**config.mk**
```make
export PLATFORM = sky130hd
export DESIGN_NAME = external_bus_unit
export DESIGN_NICKNAME = d
export VERILOG_FILES = /design/src/hw/ext_bus_pkg.sv /design/src/hw/external_bus_unit.sv
export SDC_FILE = /design/constraint.sdc
export NUM_CORES = 1
export LEC_CHECK = 0
export ABC_AREA = 1
export BUFFER_PORTS_ARGS = -buffer_cell sky130_fd_sc_hd__buf_2
export CORE_ASPECT_RATIO = 1.4
export CORE_MARGIN = 3
export CORE_UTILIZATION = 45
export DETAILED_ROUTE_END_ITERATION = 10
export PLACE_DENSITY = 0.66
export SYNTH_ARGS = -nofsm -noshare
export SYNTH_HDL_FRONTEND = slang
export SYNTH_SLANG_ARGS = --single-unit
```
**constraint.sdc**
```tcl
create_clock -name pclk -period 4 [get_ports pclk]
set_input_delay 0.2 -clock pclk [delete_from_list [all_inputs] [get_ports pclk]]
set_output_delay 0.2 -clock pclk [all_outputs]
set_load 0.01 [all_outputs]
```
**src/hw/ext_bus_pkg.sv**
```systemverilog
// Constants, register map and types of the external bus unit
package ext_bus_pkg;
    // Register indices; byte address is four times the index
    localparam logic [15:0] IDX_DEF_CFG  = 16'hFF0C;
    localparam logic [15:0] IDX_WIN1_CFG = 16'hFF14;
    localparam logic [15:0] IDX_WIN2_CFG = 16'hFF16;
    localparam logic [15:0] IDX_WIN3_CFG = 16'hFF18;
    localparam logic [15:0] IDX_WIN4_CFG = 16'hFF1A;
    localparam logic [15:0] IDX_WIN1_SEL = 16'hFF30;
    localparam logic [15:0] IDX_WIN2_SEL = 16'hFF32;
    localparam logic [15:0] IDX_WIN3_SEL = 16'hFF34;
    localparam logic [15:0] IDX_WIN4_SEL = 16'hFF36;
    localparam logic [15:0] IDX_SYSCFG   = 16'hFF38;
    localparam logic [15:0] IDX_STATUS   = 16'hFF3A;
    localparam logic [15:0] IDX_PSWORD   = 16'hFF3C;
    // Window configuration fields
    localparam int F_WSEL_EN  = 15;
    localparam int F_RSEL_EN  = 14;
    localparam int F_WAIT_POL = 13;
    localparam int F_WAIT_EN  = 12;
    localparam int F_ACTIVE   = 10;
    localparam int F_LENGTHEN = 9;
    localparam int F_TYPE_LO  = 6;
    localparam int F_TRISTATE = 5;
    localparam int F_RWDELAY  = 4;
    localparam logic [15:0] CFG_WMASK = 16'hF6FF;
    localparam logic [15:0] WIN_CFG_RESET = 16'h0000;
    // System configuration and status word fields
    localparam int SC_SEL_TIMING = 0;
    localparam int SC_SPACE_LO   = 1;
    localparam int SC_EXT_EN     = 3;
    localparam logic [15:0] SYSCFG_WMASK = 16'h000F;
    localparam logic [15:0] SYSCFG_RESET = 16'h000E;
    localparam int PS_ARB_EN    = 0;
    localparam int PS_GRANT_DIR = 1;
    localparam logic [15:0] PSWORD_WMASK = 16'h0003;
    // Timing: half a CPU cycle is one pclk, the strobe lasts a full CPU cycle
    localparam logic [3:0] STROBE_CYCLES = 4'h2;
    localparam logic [3:0] LENGTHEN_CYCLES = 4'h2;
    // Bus types
    localparam logic [1:0] BT_8_DEMUX  = 2'h0;
    localparam logic [1:0] BT_8_MUX    = 2'h1;
    localparam logic [1:0] BT_16_DEMUX = 2'h2;
    localparam logic [1:0] BT_16_MUX   = 2'h3;
    typedef enum logic [2:0] {
        st_idle, st_addr, st_delay, st_data, st_end, st_tri, st_hold
    } bus_state_t;
endpackage : ext_bus_pkg

```
**src/hw/external_bus_unit.sv**
```systemverilog
// External bus unit: window decode, bus cycle sequencer, arbitration, APB registers
`timescale 1ns/1ps
module external_bus_unit
    import ext_bus_pkg::*;
#(
    parameter logic [15:0] DEF_CFG_RESET = 16'h04C0
) (
    // Clock and reset
    input  wire logic        pclk,
    input  wire logic        presetn,
    // APB slave
    input  wire logic        psel,
    input  wire logic        penable,
    input  wire logic        pwrite,
    input  wire logic [17:0] paddr,
    input  wire logic [31:0] pwdata,
    output logic      [31:0] prdata,
    output logic             pready,
    output logic             pslverr,
    // Internal access requests
    input  wire logic        req_valid,
    input  wire logic        req_write,
    input  wire logic [23:0] req_addr,
    input  wire logic [15:0] req_wdata,
    output logic             req_ready,
    output logic      [15:0] req_rdata,
    // External bus pins
    output logic             ale,
    output logic             rd_n,
    output logic             wr_n,
    output logic      [15:0] shared_out,
    output logic      [1:0]  shared_oe,
    input  wire logic [15:0] shared_in,
    output logic      [15:0] address_out,
    output logic      [7:0]  segment_out,
    output logic      [4:0]  window_select_out_n,
    input  wire logic        ready_pin,
    // Arbitration pins
    input  wire logic        hold_n_pin,
    output logic             bus_request_out_n,
    output logic             bus_grant_n_out,
    output logic             bus_grant_oe,
    input  wire logic        bus_grant_n_in
);

    ////////////////////////////////////////////////////////////////////////
    // Registers
    logic [15:0] cfg_reg [5];
    logic [15:0] sel_reg [4];
    logic [15:0] syscfg_reg;
    logic [15:0] psword_reg;
    logic [15:0] idx;
    logic        wr_en;
    logic        mapped;
    logic [15:0] rd_val;
    logic [15:0] status_val;

    assign idx    = paddr[17:2];
    assign wr_en  = psel && penable && pwrite && mapped;
    assign pready = 1'b1;

    always_comb begin
        mapped = paddr[1:0] == 2'h0;
        rd_val = 16'h0000;
        unique case (idx)
            IDX_DEF_CFG:  rd_val = cfg_reg[0];
            IDX_WIN1_CFG: rd_val = cfg_reg[1];
            IDX_WIN2_CFG: rd_val = cfg_reg[2];
            IDX_WIN3_CFG: rd_val = cfg_reg[3];
            IDX_WIN4_CFG: rd_val = cfg_reg[4];
            IDX_WIN1_SEL: rd_val = sel_reg[0];
            IDX_WIN2_SEL: rd_val = sel_reg[1];
            IDX_WIN3_SEL: rd_val = sel_reg[2];
            IDX_WIN4_SEL: rd_val = sel_reg[3];
            IDX_SYSCFG:   rd_val = syscfg_reg;
            IDX_STATUS:   rd_val = status_val;
            IDX_PSWORD:   rd_val = psword_reg;
            default:      mapped = 1'b0;
        endcase
    end

    assign pslverr = psel && penable && !mapped;
    assign prdata  = {16'h0000, rd_val};

    always_ff @(posedge pclk or negedge presetn) begin
        if (!presetn) begin
            cfg_reg[0] <= DEF_CFG_RESET;
            for (int i = 1; i < 5; i++) cfg_reg[i] <= WIN_CFG_RESET;
            for (int i = 0; i < 4; i++) sel_reg[i] <= 16'h0000;
            syscfg_reg <= SYSCFG_RESET;
            psword_reg <= 16'h0000;
        end else if (wr_en) begin
            unique case (idx)
                IDX_DEF_CFG:  cfg_reg[0] <= pwdata[15:0] & CFG_WMASK;
                IDX_WIN1_CFG: cfg_reg[1] <= pwdata[15:0] & CFG_WMASK;
                IDX_WIN2_CFG: cfg_reg[2] <= pwdata[15:0] & CFG_WMASK;
                IDX_WIN3_CFG: cfg_reg[3] <= pwdata[15:0] & CFG_WMASK;
                IDX_WIN4_CFG: cfg_reg[4] <= pwdata[15:0] & CFG_WMASK;
                IDX_WIN1_SEL: sel_reg[0] <= pwdata[15:0];
                IDX_WIN2_SEL: sel_reg[1] <= pwdata[15:0];
                IDX_WIN3_SEL: sel_reg[2] <= pwdata[15:0];
                IDX_WIN4_SEL: sel_reg[3] <= pwdata[15:0];
                IDX_SYSCFG:   syscfg_reg <= pwdata[15:0] & SYSCFG_WMASK;
                IDX_PSWORD:   psword_reg <= pwdata[15:0] & PSWORD_WMASK;
                default:      ;
            endcase
        end
    end

    ////////////////////////////////////////////////////////////////////////
    // Pin synchronisers
    logic [1:0] ready_ff;
    logic [1:0] hold_ff;
    logic [1:0] grant_ff;

    always_ff @(posedge pclk or negedge presetn) begin
        if (!presetn) begin
            ready_ff <= 2'h0;
            hold_ff  <= 2'h3;
            grant_ff <= 2'h3;
        end else begin
            ready_ff <= {ready_ff[0], ready_pin};
            hold_ff  <= {hold_ff[0], hold_n_pin};
            grant_ff <= {grant_ff[0], bus_grant_n_in};
        end
    end

    ////////////////////////////////////////////////////////////////////////
    // Window decode: base A23..A12 in [15:4], size 4 KB << [3:0]
    logic [4:1] hit;
    logic [2:0] win_sel;

    for (genvar w = 0; w < 4; w++) begin : g_win
        logic [11:0] diff;
        assign diff = req_addr[23:12] ^ sel_reg[w][15:4];
        assign hit[w+1] = cfg_reg[w+1][F_ACTIVE] &&
                          ((diff >> sel_reg[w][3:0]) == 12'h000);
    end

    always_comb begin
        if (hit[4])      win_sel = 3'h4;
        else if (hit[3]) win_sel = 3'h3;
        else if (hit[2]) win_sel = 3'h2;
        else if (hit[1]) win_sel = 3'h1;
        else             win_sel = 3'h0;
    end

    ////////////////////////////////////////////////////////////////////////
    // Bus cycle sequencer
    bus_state_t  state_reg;
    bus_state_t  state_next;
    logic [3:0]  cnt_reg;
    logic [15:0] acc_cfg_reg;
    logic [23:0] acc_addr_reg;
    logic [15:0] acc_wdata_reg;
    logic        acc_wr_reg;
    logic        ext_en;
    logic        arb_en;
    logic        slave;
    logic        hold_want;
    logic        start;
    logic        wait_act;
    logic        wide;
    logic        muxed;

    assign ext_en = syscfg_reg[SC_EXT_EN];
    assign arb_en = psword_reg[PS_ARB_EN];
    assign slave  = psword_reg[PS_GRANT_DIR];
    // Slave only owns the bus while granted; master yields on a hold request
    assign hold_want = arb_en && (slave ? grant_ff[1] : !hold_ff[1]);
    assign wait_act  = ready_ff[1] == acc_cfg_reg[F_WAIT_POL];
    assign wide  = acc_cfg_reg[F_TYPE_LO+1];
    assign muxed = acc_cfg_reg[F_TYPE_LO];
    assign start = state_reg == st_idle && state_next == st_addr;

    always_comb begin
        state_next = state_reg;
        unique case (state_reg)
            st_idle: begin
                if (hold_want)
                    state_next = st_hold;
                else if (req_valid && ext_en)
                    state_next = st_addr;
            end
            st_addr: begin
                if (cnt_reg == 4'h0)
                    state_next = acc_cfg_reg[F_RWDELAY] ? st_delay : st_data;
            end
            st_delay: state_next = st_data;
            st_data: begin
                if (cnt_reg == 4'h0 &&
                    (!acc_cfg_reg[F_WAIT_EN] || wait_act))
                    state_next = st_end;
            end
            st_end: begin
                if (acc_cfg_reg[F_TRISTATE] && !acc_wr_reg)
                    state_next = st_tri;
                else
                    state_next = st_idle;
            end
            st_tri:  state_next = st_idle;
            st_hold: begin
                if (!hold_want)
                    state_next = st_idle;
            end
        endcase
    end

    always_ff @(posedge pclk or negedge presetn) begin
        if (!presetn) begin
            state_reg <= st_idle;
        end else begin
            state_reg <= state_next;
        end
    end

    always_ff @(posedge pclk or negedge presetn) begin
        if (!presetn) begin
            cnt_reg <= 4'h0;
        end else if (start) begin
            cnt_reg <= STROBE_CYCLES - 4'h1 +
                       (cfg_reg[win_sel][F_LENGTHEN] ? LENGTHEN_CYCLES : 4'h0);
        end else if (state_reg == st_addr && cnt_reg == 4'h0) begin
            cnt_reg <= acc_cfg_reg[3:0];
        end else if (cnt_reg != 4'h0 && state_reg != st_delay) begin
            // Delay cycle must not eat one of the programmed wait states
            cnt_reg <= cnt_reg - 4'h1;
        end
    end

    always_ff @(posedge pclk or negedge presetn) begin
        if (!presetn) begin
            acc_cfg_reg   <= 16'h0000;
            acc_addr_reg  <= 24'h000000;
            acc_wdata_reg <= 16'h0000;
            acc_wr_reg    <= 1'b0;
        end else if (start) begin
            acc_cfg_reg   <= cfg_reg[win_sel];
            acc_addr_reg  <= req_addr;
            acc_wdata_reg <= req_wdata;
            acc_wr_reg    <= req_write;
        end
    end

    // Single-chip mode answers at once with zero data and no bus activity
    assign req_ready = (state_reg == st_end) ||
                       (state_reg == st_idle && req_valid && !ext_en && !hold_want);

    always_ff @(posedge pclk or negedge presetn) begin
        if (!presetn) begin
            req_rdata <= 16'h0000;
        end else if (state_reg == st_end && !acc_wr_reg) begin
            req_rdata <= wide ? shared_in : {8'h00, shared_in[7:0]};
        end else if (state_reg == st_idle && req_valid && !ext_en) begin
            req_rdata <= 16'h0000;
        end
    end

    ////////////////////////////////////////////////////////////////////////
    // Address and data pins
    logic [7:0] seg_mask;

    always_comb begin
        unique case (syscfg_reg[SC_SPACE_LO +: 2])
            2'h0: seg_mask = 8'h00;
            2'h1: seg_mask = 8'h03;
            2'h2: seg_mask = 8'h0F;
            2'h3: seg_mask = 8'hFF;
        endcase
    end

    always_ff @(posedge pclk or negedge presetn) begin
        if (!presetn) begin
            address_out <= 16'h0000;
            segment_out <= 8'h00;
        end else if (start) begin
            address_out <= req_addr[15:0];
            segment_out <= req_addr[23:16] & seg_mask;
        end
    end

    logic next_wide;
    logic next_mux;
    logic next_wr;
    assign next_wide = start ? cfg_reg[win_sel][F_TYPE_LO+1] : wide;
    assign next_mux  = start ? cfg_reg[win_sel][F_TYPE_LO] : muxed;
    assign next_wr   = start ? req_write : acc_wr_reg;

    always_ff @(posedge pclk or negedge presetn) begin
        if (!presetn) begin
            shared_out <= 16'h0000;
            shared_oe  <= 2'h0;
        end else if (state_next == st_addr && next_mux) begin
            shared_out <= start ? req_addr[15:0] : acc_addr_reg[15:0];
            shared_oe  <= 2'h3;
        end else if (next_wr && (state_next == st_addr || state_next == st_delay ||
                                 state_next == st_data || state_next == st_end)) begin
            shared_out <= start ? req_wdata : acc_wdata_reg;
            shared_oe  <= next_wide ? 2'h3 : 2'h1;
        end else begin
            shared_oe  <= 2'h0;
        end
    end

    assign ale  = state_reg == st_addr;
    assign rd_n = !(!acc_wr_reg && (state_reg == st_data || state_reg == st_end));
    assign wr_n = !(acc_wr_reg && (state_reg == st_data || state_reg == st_end));

    ////////////////////////////////////////////////////////////////////////
    // Chip selects
    logic [4:0] cs_n_reg;
    logic [4:0] cs_pend;
    logic       cs_gated;
    logic       strobe;

    always_ff @(posedge pclk or negedge presetn) begin
        if (!presetn) begin
            cs_pend <= 5'h1F;
        end else if (start) begin
            cs_pend <= ~(5'h01 << win_sel);
        end
    end

    // Late variant waits one pclk, which is half a CPU cycle here
    always_ff @(posedge pclk or negedge presetn) begin
        if (!presetn) begin
            cs_n_reg <= 5'h1F;
        end else if (start && syscfg_reg[SC_SEL_TIMING]) begin
            cs_n_reg <= ~(5'h01 << win_sel);
        end else if (state_reg == st_addr && cs_n_reg == 5'h1F) begin
            cs_n_reg <= cs_pend;
        end else if (state_next == st_idle || state_next == st_hold) begin
            cs_n_reg <= 5'h1F;
        end
    end

    assign strobe   = !rd_n || !wr_n;
    assign cs_gated = acc_cfg_reg[F_WSEL_EN] || acc_cfg_reg[F_RSEL_EN];
    assign window_select_out_n = cs_n_reg | {5{cs_gated && !(strobe &&
        (acc_wr_reg ? acc_cfg_reg[F_WSEL_EN] : acc_cfg_reg[F_RSEL_EN]))}};

    ////////////////////////////////////////////////////////////////////////
    // Arbitration pins and status
    assign bus_grant_oe      = !slave;
    assign bus_grant_n_out   = !(arb_en && !slave && state_reg == st_hold);
    assign bus_request_out_n = !(arb_en && state_reg == st_hold && req_valid);
    assign status_val = {9'h000, win_sel, 1'b0, state_reg};
endmodule : external_bus_unit

```
Yosys cells after proc, flatten, opt, wreduce, memory -nomap -nowiden:

Cells that the tools add are included.

* equality and inequality tests: 29
* shift-type cells: 5
* magnitude comparators: 1
* bitwise logic cells: 8
* add/subtract/negate cells: 2
* mux-type cells: 40
* reductions and logical operators: 78

Operators with widths (count)
* $eq 16x16->1 const B: 12
* $pmux 16 s12: 1
* $mux 16: 9
* $bmux 16 s3: 1
* $logic_not 12->1: 4
* $shr 12x4->12: 4
* $xor 12x12->12: 4
* $pmux 8 s4: 1
* $logic_and 1x1->1: 31
* $reduce_and 2->1: 11
* $mux 3: 7
* $pmux 3 s7: 1
* $eq 3x3->1 const B: 5
* $mux 5: 3
* $eq 3x2->1 const B: 4
* $logic_not 1->1: 12
* $mux 2: 6
* $mux 4: 3
* $reduce_or 12->1: 1
* $logic_or 1x1->1: 9
* $and 8x8->8: 1
* $mux 1: 8
* $eq 3x1->1 const B: 2
* $logic_not 3->1: 2
* 17 further kinds: 21

* flip-flop bits (word level): 270

Logic depth before layout (Yosys ltp):

Gate-level depths: netlist (run 1).

* word-level depth: 16
* mapped depth: 21

Worst setup path before layout (run 1):

OpenSTA, ideal clock, no wires.

* kind: register to register
* start: register cnt_reg[0]
* end: register shared_out[7]
* library setup time: 0.125 ns
* path buffers: 1
* required time: 3.875 ns
* slack: 1.581 ns
* arrival: 2.294 ns
* clock period less this slack: 2.419 ns
* stages on the path, launching flop included: 22
* path through: dfrtp_1 > inv_1 > ha_1 > nand3_2 > inv_2 > o21ai_1 > nor2_1 > nor2_2 > nand2_2 > nor2_1 > inv_2 > nor2_8 > nand2_4 > nor2_4 > nand2_1 > nor2_1 > nand2_1 > nand2_4 > nand2_4 > buf_4 > nand3_1 > nand3_1

* word-level cells in the longest chain between the ends: 10

RTL lines
* from (decl): line external_bus_unit.sv:152 `logic [3:0] cnt_reg;`
* from (signal assigned): line external_bus_unit.sv:221 `cnt_reg <= STROBE_CYCLES - 4'h1 +`
* from (signal assigned): line external_bus_unit.sv:224 `cnt_reg <= acc_cfg_reg[3:0];`
* from (signal assigned): line external_bus_unit.sv:227 `cnt_reg <= cnt_reg - 4'h1;`
* $logic_not 4->1 (*): line external_bus_unit.sv:186, external_bus_unit.sv:191
* $logic_and 1x1->1: line external_bus_unit.sv:191 `if (cnt_reg == 4'h0 &&`
* $mux 3: line external_bus_unit.sv:191
* $pmux 3 s7 (*): line external_bus_unit.sv:178 `unique case (state_reg)`
* via state_next[2]: line external_bus_unit.sv:151 `bus_state_t state_next;`
* $eq 3x1->1 or $eq 3x2->1 (tied branches): line external_bus_unit.sv:174, external_bus_unit.sv:293, external_bus_unit.sv:296
* $logic_or 1x1->1 (2 in series): line external_bus_unit.sv:296 `end else if (next_wr && (state_next == st_addr || state_next == st_delay ||`
* $logic_or 1x1->1: line external_bus_unit.sv:297 `state_next == st_data || state_next == st_end)) begin`
* $logic_and 1x1->1: line external_bus_unit.sv:296
* $reduce_bool 2->1 (no source line)
* to (signal assigned): line external_bus_unit.sv:294 `shared_out <= start ? req_addr[15:0] : acc_addr_reg[15:0];`
* to (signal assigned): line external_bus_unit.sv:298 `shared_out <= start ? req_wdata : acc_wdata_reg;`
* to (decl): line external_bus_unit.sv:31 `output logic [15:0] shared_out,`

Mark *: on every way through the listed nets, which the timed path passes. The rest lies on a longest branch. The select of a mux whose other input is x is not followed.
A chain may end at the register's enable or synchronous reset.

Worst setup path in the final report (run 1):

* start: register sel_reg[48] in the netlist's numbering
* end: output port prdata[4]

* word-level cells in the longest chain between the ends: 8

RTL lines
* from (decl): line external_bus_unit.sv:49 `logic [15:0] sel_reg [4];`
* $shr 12x4->12: line external_bus_unit.sv:137 `((diff >> sel_reg[w][3:0]) == 12'h000);`
* $logic_not 12->1: line external_bus_unit.sv:137
* $logic_and 1x1->1: line external_bus_unit.sv:136 `assign hit[w+1] = cfg_reg[w+1][F_ACTIVE] &&`
* $mux 1: line external_bus_unit.sv:144 `else if (hit[1]) win_sel = 3'h1;`
* $mux 2: line external_bus_unit.sv:143 `else if (hit[2]) win_sel = 3'h2;`
* $mux 2: line external_bus_unit.sv:142 `else if (hit[3]) win_sel = 3'h3;`
* $mux 3: line external_bus_unit.sv:141 `if (hit[4]) win_sel = 3'h4;`
* $pmux 16 s12: line external_bus_unit.sv:65 `unique case (idx)`
* to (decl): line external_bus_unit.sv:17 `output logic [31:0] prdata,`

No other way between the ends.

==> results of run 1 <==
critical path, cell delays in order, from the launching register on:
cell and delay [ps]:
dfrtp_1 480, inv_1 240, nand3_1 160, nand3_1 160, nand2_1 100, nand2_1 50
nor2_1 80, nand2_1 60, a21oi_1 230, nand3_1 240, nand2_1 140, buf_4 190
inv_1 50, buf_4 160, o211ai_1 260, buf_2 190
stage by stage:
step,cell area (um^2),std cells,power (mW)
2_1_floorplan,12900,1653,2.68
3_3_place_gp,14100,2149,2.82
3_5_place_dp,14100,2149,2.82
4_1_cts,15400,2245,5.11
5_1_grt,15400,2245,5.23
6_report,15400,2245,5.07
layout make-up:
type,count,area share [%]
Sequential cell,250,40.9
Clock buffer,37,4.76
Multi-Input combinational cell,1141,35.9
Clock inverter,5,0.187
Inverter,176,4.30
Timing Repair Buffer,266,11.0
Tap cell,370,3.01
logic make-up after synthesis:
kind of cell	after synthesis
and+or+nand+nor	764
AOI/OAI and AO/OA	330
buffers and inverters	262
DFF	250
xor gates and xnor gates	28
adders and majority gates	2
other	2
final timing paths:
| path | start | to | cells past startpoint |
|---|---|---|---|
| worst max-delay path | sel_reg[48] | prdata[4] | 15 |
| worst min-delay path | req_addr[16] | segment_out[0] | 3 |
| worst max register to register | sel_reg[16] | shared_out[7] | 17 |
| worst min register to register | ready_ff[0] | ready_ff[1] | 0 |
| max in group asynchronous | presetn | acc_cfg_reg[4] | 3 |
| min in group asynchronous | presetn | psword_reg[0] | 2 |
layer usage:
| metal | wire, um | global-route usage (%) | vias up |
|---|---|---|---|
| met5 | 0 | 0 | - |
| met4 | 2170 | 13.7 | 0 |
| met3 | 2580 | 3.08 | 119 |
| met2 | 22000 | 50.1 | 485 |
| met1 | 16900 | 34.0 | 5758 |
| li1 | - | - | 5802 |
placed cells by master, fill, tap and decap left out, types with 2 or more instances in the layout:
master         Yosys  routed
o31ai_1            4       4
dfstp_2           20      20
ha_1               2       2
nand2_2            3       3
o221ai_1           4       4
o21ai_0          124     124
nor2_2             3       3
or2_2             16      16
nor4_1             7       7
a22o_1             3       3
inv_2             16      16
dlygate4sd3_1      0      54
o211ai_1          13      13
o21ai_1          105     105
clkinv_1           4       4
a21oi_1           25      25
nand4_1           14      14
nand2_4            3       3
buf_4             20      25
conb_1             2      17
nand2_1          467     467
clkbuf_1          40       7
nand3_2            8       8
clkinv_2           0       4
xor2_1             2       2
a221oi_1          14      14
inv_1            156     156
a2111oi_0          2       2
o22ai_1           19      19
clkbuf_8           0       4
nor2_1            65      65
dfrtp_1          230     230
nand3_1          156     156
xnor2_1           26      26
a22oi_1           10      10
nor3_1            16      16
clkbuf_16          0      26
buf_2             19     185
power by group through the flow:
stage               Combinational (mW)  Clock [mW]  Sequential, mW
finish                           0.279        2.25            2.54
global route                     0.309        2.38            2.54
CTS                              0.280        2.29            2.54
detailed placement               0.238           0            2.59
global placement                 0.236           0            2.59
floorplan                       0.0950           0            2.59
repair_timing:
| action | in CTS | in global routing |
|---|---|---|
| endpoints found under the hold margin | 163 | 0 |
| hold buffers | 54 | 0 |
| gates resized for setup | 0 | 0 |
==> out/results.ini, run 1 <==
[synthesis]
synth_compound_area_share_pct = 14.6
avgSynthCellArea_um2 = 7.84
synth_edf_count = 0
synthXorXnorAreaFrac_pct = 1.91
synth_seq_area_share_pct = 48.9
yosys-top-cells-area = dfrtp_1 (45%), nand2_1 (14%), nand3_1 (6.1%), o21ai_0 (4.8%), inv_1 (4.6%)
yosys.area_share.adder_pct = 0.195
yosys.cell_count.top_type = nand2_1
synth_common_cells = nand2_1 (467), dfrtp_1 (230), inv_1 (156), nand3_1 (156), o21ai_0 (124)
ys_warn_count = 0
synth_top_family_by_area = simple AND/OR/NAND/NOR gates
synth_top_area_cell = dfrtp_1
synth_cell_types = 50
synthFlopType = dfrtp_1
yosys.area_share.simple_pct = 25.8
synthArstFlopShare_pct = 100
synthCells = 1638
synth-seq-cells = 250
synth_top_area_share_pct = 44.8
synthMuxAreaShare_pct = 0
syn_area_mm2 = 0.0128

[clocking]
cts.sinks = 250
cts_root_buf = clkbuf_16
post-cts-setup-buffer-count = 0
clock_path_buffers = 3
htreeDepth = 1
insertion_delay_ps = 540
clkSlewWorstSetupHoldPaths_ps = 60
cts_inserted_buffers = 25
cts_tree = done

[route]
vias_per_cell = 5.42
drt_pre_antenna_iters = 6
first_iter_violations = 910
routed_wl_um = 43600
wl_per_cell_um = 19.4
ant_nets = 0
vias = 12200
drcViolationCount = 0

[pwr]
leakagePower_nw = 7.66
peakVddDrop_v = 0.000271
internal_power_mw = 3.90
p_clk_share_pct = 44.3
pwr-share-comb_pct = 5.5
swShare_pct = 23.0
pwr-share-seq_pct = 50.2
power_density_mw_per_mm2 = 330
switching_power_mw = 1.17

[timing]
rsz0062_at_grt = false
fin_tns_setup_ps = 0
worst_pin_slew_ps = 975
fin_crit_sh_pct = 88.9
setup_viol = 0
hold_ws_ps = 10.9
fin_worst_skew_ps = 8.71
relSlewSlack_pct = 35.0
worst_slack_ps = 444
min_period_ps = 3560
timing.final.hold_violations = 0
max_freq_mhz = 281
slew_violations = 0

[worst_hold_path]
hold_path.class = in -> reg

[layout]
syn_to_final_growth_pct = 19.7
layout.nets = 1978
post-route-util_pct = 55.2
num-fill-cells = 2632
seq_area_mm2 = 0.00628
multiInputGateArea_mm2 = 0.00551
drive_above_1_share_pct = 17.2
antenna-diode-count = 0
largest_reg_flops = 70

[outcome]
status = complete, no violations

[floorplan]
dieArea_mm2 = 0.0306
io_pins = 220
die_h_um = 206
core-area_mm2 = 0.0278
die_w_um = 149
start_util_pct = 46.1
rows = 72

[critical_path]
endpoint_kind = output port
required_ps = 3800
path_max_fanout = 11
worstSetupPathType = reg -> out
arrival_ps = 3360
r2r_slack_ps = 760
cp-start-kind = flop

[flow_run]
maxCapViolCount = 0

[place]
port_buffers = 186
hpwl_um = 31500
dp_worst_setup_slack_ps = 856
finalWeightedCongestion = 0.984

[global_routing]
grtUsageTotal_pct = 28.2
antenna_found_initial = 0
grt_max_degree = 126
grt_pass1_vias = 11900
grt_overflow = 0
grt_pass1_wl_um = 66900

Note: power is estimated with default switching activity, not from simulation.
==> run 2: changes to the inputs <==
--- a/config.mk
+++ b/config.mk
@@ -5,7 +5,6 @@
 export SDC_FILE = /design/constraint.sdc
 export NUM_CORES = 1
 export LEC_CHECK = 0
-export ABC_AREA = 1
 export BUFFER_PORTS_ARGS = -buffer_cell sky130_fd_sc_hd__buf_2
 export CORE_ASPECT_RATIO = 1.4
 export CORE_MARGIN = 3
==> out/results.ini, run 2 <==
[critical_path]
r2r-start = state_reg[0]
critPathSlowestCell = a21oi_2
r2r_end = shared_out[11]
worstSetupPathType = reg -> out
endpoint_kind = output port
cp-start-kind = flop
path_max_fanout = 9  ; -2
arrival_ps = 3540  ; +180 ps
required_ps = 3800  ; about the same
ff2ff_path_depth = 10  ; -7
crit_path_frequent_cell = nand2_1
path_cells = xnor2_1 -> nand2_1 -> a211oi_2 -> a41oi_1 -> or2_1 -> or2_2 -> a21oi_2 -> nand2_1 -> nand2_1 -> buf_2
max_stage_delay_ps = 640  ; +160 ps
r2r_slack_ps = 610  ; -150 ps

[layout]
layout.nets = 1503  ; -24%
largest_reg_flops = 70  ; unchanged
post-route-util_pct = 55.2  ; about the same
syn_to_final_growth_pct = 20.4
design_area_mm2 = 0.0153  ; -0.33%
layout_common_cells = dfrtp_1 (230), buf_2 (185), nand2_1 (174), mux2_2 (165), nor2_1 (56)
drive_above_1_share_pct = 33.9  ; +17 points
layout_commonest_cell = dfrtp_1

[timing]
max_freq_mhz = 267  ; -5.0%
setup_viol = 0  ; unchanged
relSlewSlack_pct = 27.3  ; -7.7 points
min_period_ps = 3740  ; +187 ps
rsz0062_at_grt = false
worst_slack_ps = 257  ; -187 ps
fin_tns_setup_ps = 0  ; unchanged
fin_worst_skew_ps = 14.7  ; +5.96 ps
timing.final.hold_violations = 0  ; unchanged
worst_pin_slew_ps = 1080  ; +108 ps
slew_violations = 0  ; unchanged
fin_crit_sh_pct = 93.6  ; +4.7 points
hold_ws_ps = 10.4  ; -0.552 ps

[synthesis]
ys_warn_count = 0  ; unchanged
synth-seq-cells = 250  ; unchanged
yosys-top-cells-area = dfrtp_1 (45%), mux2_2 (15%), nand2_1 (5.2%), dfstp_2 (4.1%), a22oi_1 (2.4%)
synthFlopType = dfrtp_1
synth_top_area_cell = dfrtp_1
synth_top_area_share_pct = 45.3  ; +0.41 points
synthCells = 1167  ; -29%
avgSynthCellArea_um2 = 10.9  ; +39%
synth_cell_types = 74  ; +48%
yosys.cell_count.top_type = dfrtp_1
synth_seq_area_share_pct = 49.4  ; +0.45 points
synth_common_cells = dfrtp_1 (230), nand2_1 (175), mux2_2 (165)
synth_edf_count = 0  ; unchanged
syn_area_mm2 = 0.0127  ; -0.91%
synthArstFlopShare_pct = 100  ; unchanged

[clocking]
cts_root_buf = clkbuf_16
cts_tree = done
htreeDepth = 1  ; unchanged
post-cts-setup-buffer-count = 0  ; unchanged
cts.sinks = 250  ; unchanged
ctsResizeCount = 0  ; unchanged
insertion_delay_ps = 520  ; -20 ps
cts_inserted_buffers = 25  ; unchanged
clock_path_buffers = 3  ; unchanged
hold_buffers = 53  ; -1.9%
clkSlewWorstSetupHoldPaths_ps = 60  ; about the same

[global_routing]
grt_max_degree = 136  ; +7.9%
grtUsageTotal_pct = 23.9  ; -4.3 points
antenna_found_initial = 1  ; +1
grt_pass1_wl_um = 57100  ; -15%
grt_overflow = 0  ; unchanged
grt_pass1_vias = 10000  ; -16%

[outcome]
status = complete, no violations

[route]
vias_per_cell = 5.67  ; +4.6%
drcViolationCount = 0  ; unchanged
drt_pre_antenna_iters = 6  ; unchanged
first_iter_violations = 560  ; -38%
wl_per_cell_um = 20.9  ; +7.8%
vias = 10100  ; -17%
ant_nets = 0  ; unchanged
routed_wl_um = 37200  ; -15%

[floorplan]
die_w_um = 148  ; -0.44%
rows = 72  ; unchanged
die_h_um = 205  ; -0.44%
dieArea_mm2 = 0.0303  ; -0.87%
io_pins = 220  ; unchanged
start_util_pct = 45.8  ; -0.27 points
core-area_mm2 = 0.0277  ; -0.32%

[worst_hold_path]
min_to = segment_out[0]
hold_path.class = in -> reg
worstHoldStart = req_addr[16]
whs_path_depth = 3  ; unchanged

[pwr]
peakVddDrop_v = 0.000269  ; -0.78%
pwr-share-seq_pct = 49.0  ; -1.2 points
swShare_pct = 21.4  ; -1.6 points
p_clk_share_pct = 46.1  ; +1.8 points
pwr-share-comb_pct = 4.9  ; -0.6 points
power_density_mw_per_mm2 = 338  ; +2.5%
internal_power_mw = 4.07  ; +4.3%
switching_power_mw = 1.11  ; -4.9%
leakagePower_nw = 7.52  ; -1.7%

[place]
postPlaceCellArea_mm2 = 0.0139  ; -0.89%
dp_worst_setup_slack_ps = 677  ; -179 ps
finalWeightedCongestion = 0.906  ; -7.9%
port_buffers = 186  ; unchanged
hpwl_um = 26300  ; -16%

[flow_run]
maxCapViolCount = 0  ; unchanged

[run 2: cell count changes in the layout (fill, tap and decap cells not counted), moves of 11 or more]
cell / previous run / this run
nand2_1: 467 / 174
mux2_2: 0 / 165
inv_1: 156 / 15
nand3_1: 156 / 18
o21ai_0: 124 / 31
o21ai_1: 105 / 14
a22oi_1: 10 / 41
a22o_1: 3 / 22
inv_2: 16 / 0
or2_2: 16 / 1
xor2_1: 2 / 17
nand2b_1: 0 / 14
a222oi_1: 0 / 11
o22ai_1: 19 / 8
[run 2: metal layers]
metal	global-route usage (%)	vias to the layer above	part of all wire, %
met5	0	-	0
met4	9.08	0	3.7
met3	3.12	77	6.2
met2	42.0	390	50
met1	29.8	4974	40
li1	-	4616	-
[run 2: cell families (layout without fill, tap and decap cells)]
| family | count (synthesis) | count (layout) | share of synthesized area, % |
|---|---|---|---|
| and+or+nand+nor | 336 | 336 | 12.0 |
| AOI/OAI and AO/OA | 237 | 237 | 13.8 |
| adders and majority gates | 2 | 2 | 0.197 |
| xor gates and xnor gates | 50 | 50 | 3.74 |
| muxes | 183 | 183 | 16.3 |
| other | 2 | 18 | 0.0590 |
| DFF | 250 | 250 | 49.4 |
| buffers and inverters | 107 | 329 | 4.47 |
[run 2: cell type report]
type	count	area (um^2)
timing repair buffer	268	1710
antenna	1	2.50
clock buffer	42	769
multi-input combinational	825	5950
fill	2457	12400
clock inverter	4	73.8
tap	370	463
sequential	250	6280
inverter	15	56.3
[run 2: stage by stage]
stage               instances  total power [mW]
floorplan                1182              2.67
global placement         1675              2.79
detailed placement       1675              2.80
CTS                      1774              5.23
global route             1775              5.35
finish                   1775              5.18
[run 2: worst max path at each step]
stage                 startpoint        endpoint  slack, ps  cells past startpoint
floorplan             cnt_reg[0]  shared_out[10]       1270                     13
detailed placement  state_reg[0]  shared_out[11]        680                     10
finish               sel_reg[63]       prdata[4]        260                     10
CTS                  sel_reg[60]       prdata[4]        270                     10
global route         sel_reg[29]       prdata[4]        110                     10
global placement      sel_reg[0]  shared_out[11]        750                      8
[run 2: critical path: cells and delay by family (launching register included)]
family	cells	cell delay [ps]
compound gates	3	1080
flops	1	440
buf+inv	1	150
xor+xnor	1	320
simple gates	5	1030
[run 2: power groups by stage]
stage / Sequential (mW) / Combinational [mW] / Clock [mW]
after floorplan: 2.58 / 0.0899 / 0
after global placement: 2.58 / 0.214 / 0
after detailed placement: 2.58 / 0.215 / 0
after CTS: 2.53 / 0.256 / 2.44
after global routing: 2.53 / 0.282 / 2.54
final: 2.54 / 0.255 / 2.39
==> run 3: changes to the inputs <==
--- a/config.mk
+++ b/config.mk
@@ -6,11 +6,13 @@
 export NUM_CORES = 1
 export LEC_CHECK = 0
 export BUFFER_PORTS_ARGS = -buffer_cell sky130_fd_sc_hd__buf_2
+export CELL_PAD_IN_SITES_DETAIL_PLACEMENT = 2
+export CELL_PAD_IN_SITES_GLOBAL_PLACEMENT = 2
 export CORE_ASPECT_RATIO = 1.4
 export CORE_MARGIN = 3
-export CORE_UTILIZATION = 45
+export CORE_UTILIZATION = 39
 export DETAILED_ROUTE_END_ITERATION = 10
-export PLACE_DENSITY = 0.66
+export PLACE_DENSITY_LB_ADDON = 0.1
 export SYNTH_ARGS = -nofsm -noshare
 export SYNTH_HDL_FRONTEND = slang
 export SYNTH_SLANG_ARGS = --single-unit
==> out/results.ini, run 3 (synthesis gave the netlist of run 2 again) <==
[layout]
syn_to_final_growth_pct = 23.5
design_area_mm2 = 0.0157  ; +2.6%
final_cell_count_no_fill = 1863  ; +5.0%
layout.nets = 1525  ; +1.5%
antenna-diode-count = 0  ; -1
drive_above_1_share_pct = 34.8  ; +0.88 points
layout_commonest_cell = dfrtp_1
layout_common_cells = dfrtp_1 (230), buf_2 (185), nand2_1 (174), mux2_2 (165), dlygate4sd3_1 (61)
largest_reg_flops = 70  ; unchanged
multiInputGateArea_mm2 = 0.00596  ; +0.17%
num-fill-cells = 3247  ; +32%
seq_area_mm2 = 0.00628  ; unchanged

[critical_path]
critPathSlowestCell = a221oi_4
arrival_ps = 3430  ; -110 ps
path_max_fanout = 8  ; -1
cp-start-kind = flop
required_ps = 3800  ; about the same
worstSetupPathType = reg -> out
cp.buffers_inverters = 2  ; +1
endpoint_kind = output port
max_stage_delay_ps = 460  ; -180 ps
crit_family = compound AO/OA/AOI/OAI gates
path_cells = xnor2_1 -> o211ai_1 -> a21oi_1 -> o21ai_1 -> a221oi_4 -> nor2_1 -> nor2_1 -> buf_4 -> nand2_1 -> nand2_1 -> buf_2

[route]
first_iter_violations = 526  ; -6.1%
wl_per_cell_um = 24.9  ; +19%
ant_nets = 0  ; unchanged
vias = 10400  ; +3.4%
drt_pre_antenna_iters = 7  ; +1
routed_wl_um = 46500  ; +25%
vias_per_cell = 5.58  ; -1.5%
drcViolationCount = 0  ; unchanged

[global_routing]
grt_max_degree = 106  ; -22%
antenna_found_initial = 0  ; -1
grt_pass1_wl_um = 70600  ; +24%
grtUsageTotal_pct = 26.7  ; +2.8 points
grt_pass1_vias = 11600  ; +16%
grt_overflow = 0  ; unchanged

[pwr]
internal_power_mw = 4.34  ; +6.7%
power_mw = 5.58  ; +7.9%
switching_power_mw = 1.24  ; +12%
swShare_pct = 22.3  ; +0.84 points
p_clk_share_pct = 49.8  ; +3.7 points
power_density_mw_per_mm2 = 356  ; +5.2%
pwr-share-seq_pct = 45.4  ; -3.6 points
pwr-share-comb_pct = 4.8  ; about the same
peakVddDrop_v = 0.000319  ; +19%
leakagePower_nw = 7.68  ; +2.2%

[clocking]
clkSlewWorstSetupHoldPaths_ps = 70  ; about the same
cts_tree = done
cts_inserted_buffers = 28  ; +12%
insertion_delay_ps = 570  ; +50 ps
cts_root_buf = clkbuf_16
ctsResizeCount = 0  ; unchanged
clock_path_buffers = 3  ; unchanged
cts.sinks = 250  ; unchanged
htreeDepth = 1  ; unchanged

[timing]
fin_worst_skew_ps = 17.9  ; +3.20 ps
fin_crit_sh_pct = 90.6  ; -2.9 points
fin_tns_setup_ps = 0  ; unchanged
relSlewSlack_pct = 24.0  ; -3.3 points
worst_pin_slew_ps = 1130  ; +49.0 ps
rsz0062_at_grt = false
max_freq_mhz = 276  ; +3.2%
slew_violations = 0  ; unchanged
min_period_ps = 3630  ; -117 ps
timing.final.hold_violations = 0  ; unchanged
setup_viol = 0  ; unchanged
worst_slack_ps = 374  ; +117 ps

[place]
postPlaceCellArea_mm2 = 0.0141  ; +1.1%
dp_worst_setup_slack_ps = 609  ; -67.7 ps
place_inst = 1750  ; +4.5%
port_buffers = 186  ; unchanged
hpwl_um = 32100  ; +22%
finalWeightedCongestion = 0.867  ; -4.3%

[outcome]
status = complete, no violations

[floorplan]
die_h_um = 220  ; +7.2%
rows = 77  ; +6.9%
die_w_um = 159  ; +7.1%
core-area_mm2 = 0.0319  ; +15%
start_util_pct = 39.9  ; -6.0 points
io_pins = 220  ; unchanged
dieArea_mm2 = 0.0348  ; +15%

[flow_run]
maxCapViolCount = 0  ; unchanged

[worst_hold_path]
hold_path.class = in -> reg

## run 3: worst paths after layout
check	from	end	slack (ps)	cells past startpoint
setup / recovery	sel_reg[29]	prdata[5]	370	11
max in group asynchronous	presetn	cfg_reg[70]	2670	3
setup reg to reg	state_reg[1]	shared_out[3]	610	10
hold / removal	pwdata[14]	sel_reg[30]	30	2
min in group asynchronous	presetn	req_rdata[9]	270	2
hold reg to reg	ready_ff[0]	ready_ff[1]	350	0
## run 3: through the flow
| stage | hold WS [ps] | util (%) |
|---|---|---|
| 2_1_floorplan | -95.6 | - |
| 3_3_place_gp | 307 | 44.2 |
| 3_5_place_dp | 307 | 44.2 |
| 4_1_cts | 2.64 | 49.3 |
| 5_1_grt | 29.9 | 49.3 |
| 6_report | 28.7 | 49.3 |
## run 3: what timing repair did
item,CTS,global route
hold buffers,61,0
endpoints found under the hold margin,178,0
buffers inserted,0,0
## run 3: layout make-up
class                           count  area share [%]
Clock buffer                       46            5.66
Clock inverter                      6           0.693
Sequential cell                   250            40.0
Tap cell                          434            3.46
Timing Repair Buffer              287            11.9
Multi-Input combinational cell    825            38.0
Inverter                           15           0.358
## run 3: layer usage
layer | vias to the layer above | wire (um) | track usage, %
li1 | 4655 | - | -
met1 | 5408 | 18000 | 31.4
met4 | 0 | 1620 | 9.04
met2 | 254 | 25000 | 49.8
met3 | 83 | 1870 | 2.89
met5 | - | 0 | 0
## run 3: power by group through the flow
| stage | Combinational, mW | Sequential [mW] | Clock (mW) |
|---|---|---|---|
| after floorplan | 0.0899 | 2.58 | 0 |
| after global placement | 0.220 | 2.58 | 0 |
| after detailed placement | 0.225 | 2.58 | 0 |
| after CTS | 0.273 | 2.54 | 2.85 |
| after global routing | 0.300 | 2.53 | 2.95 |
| final | 0.270 | 2.54 | 2.78 |
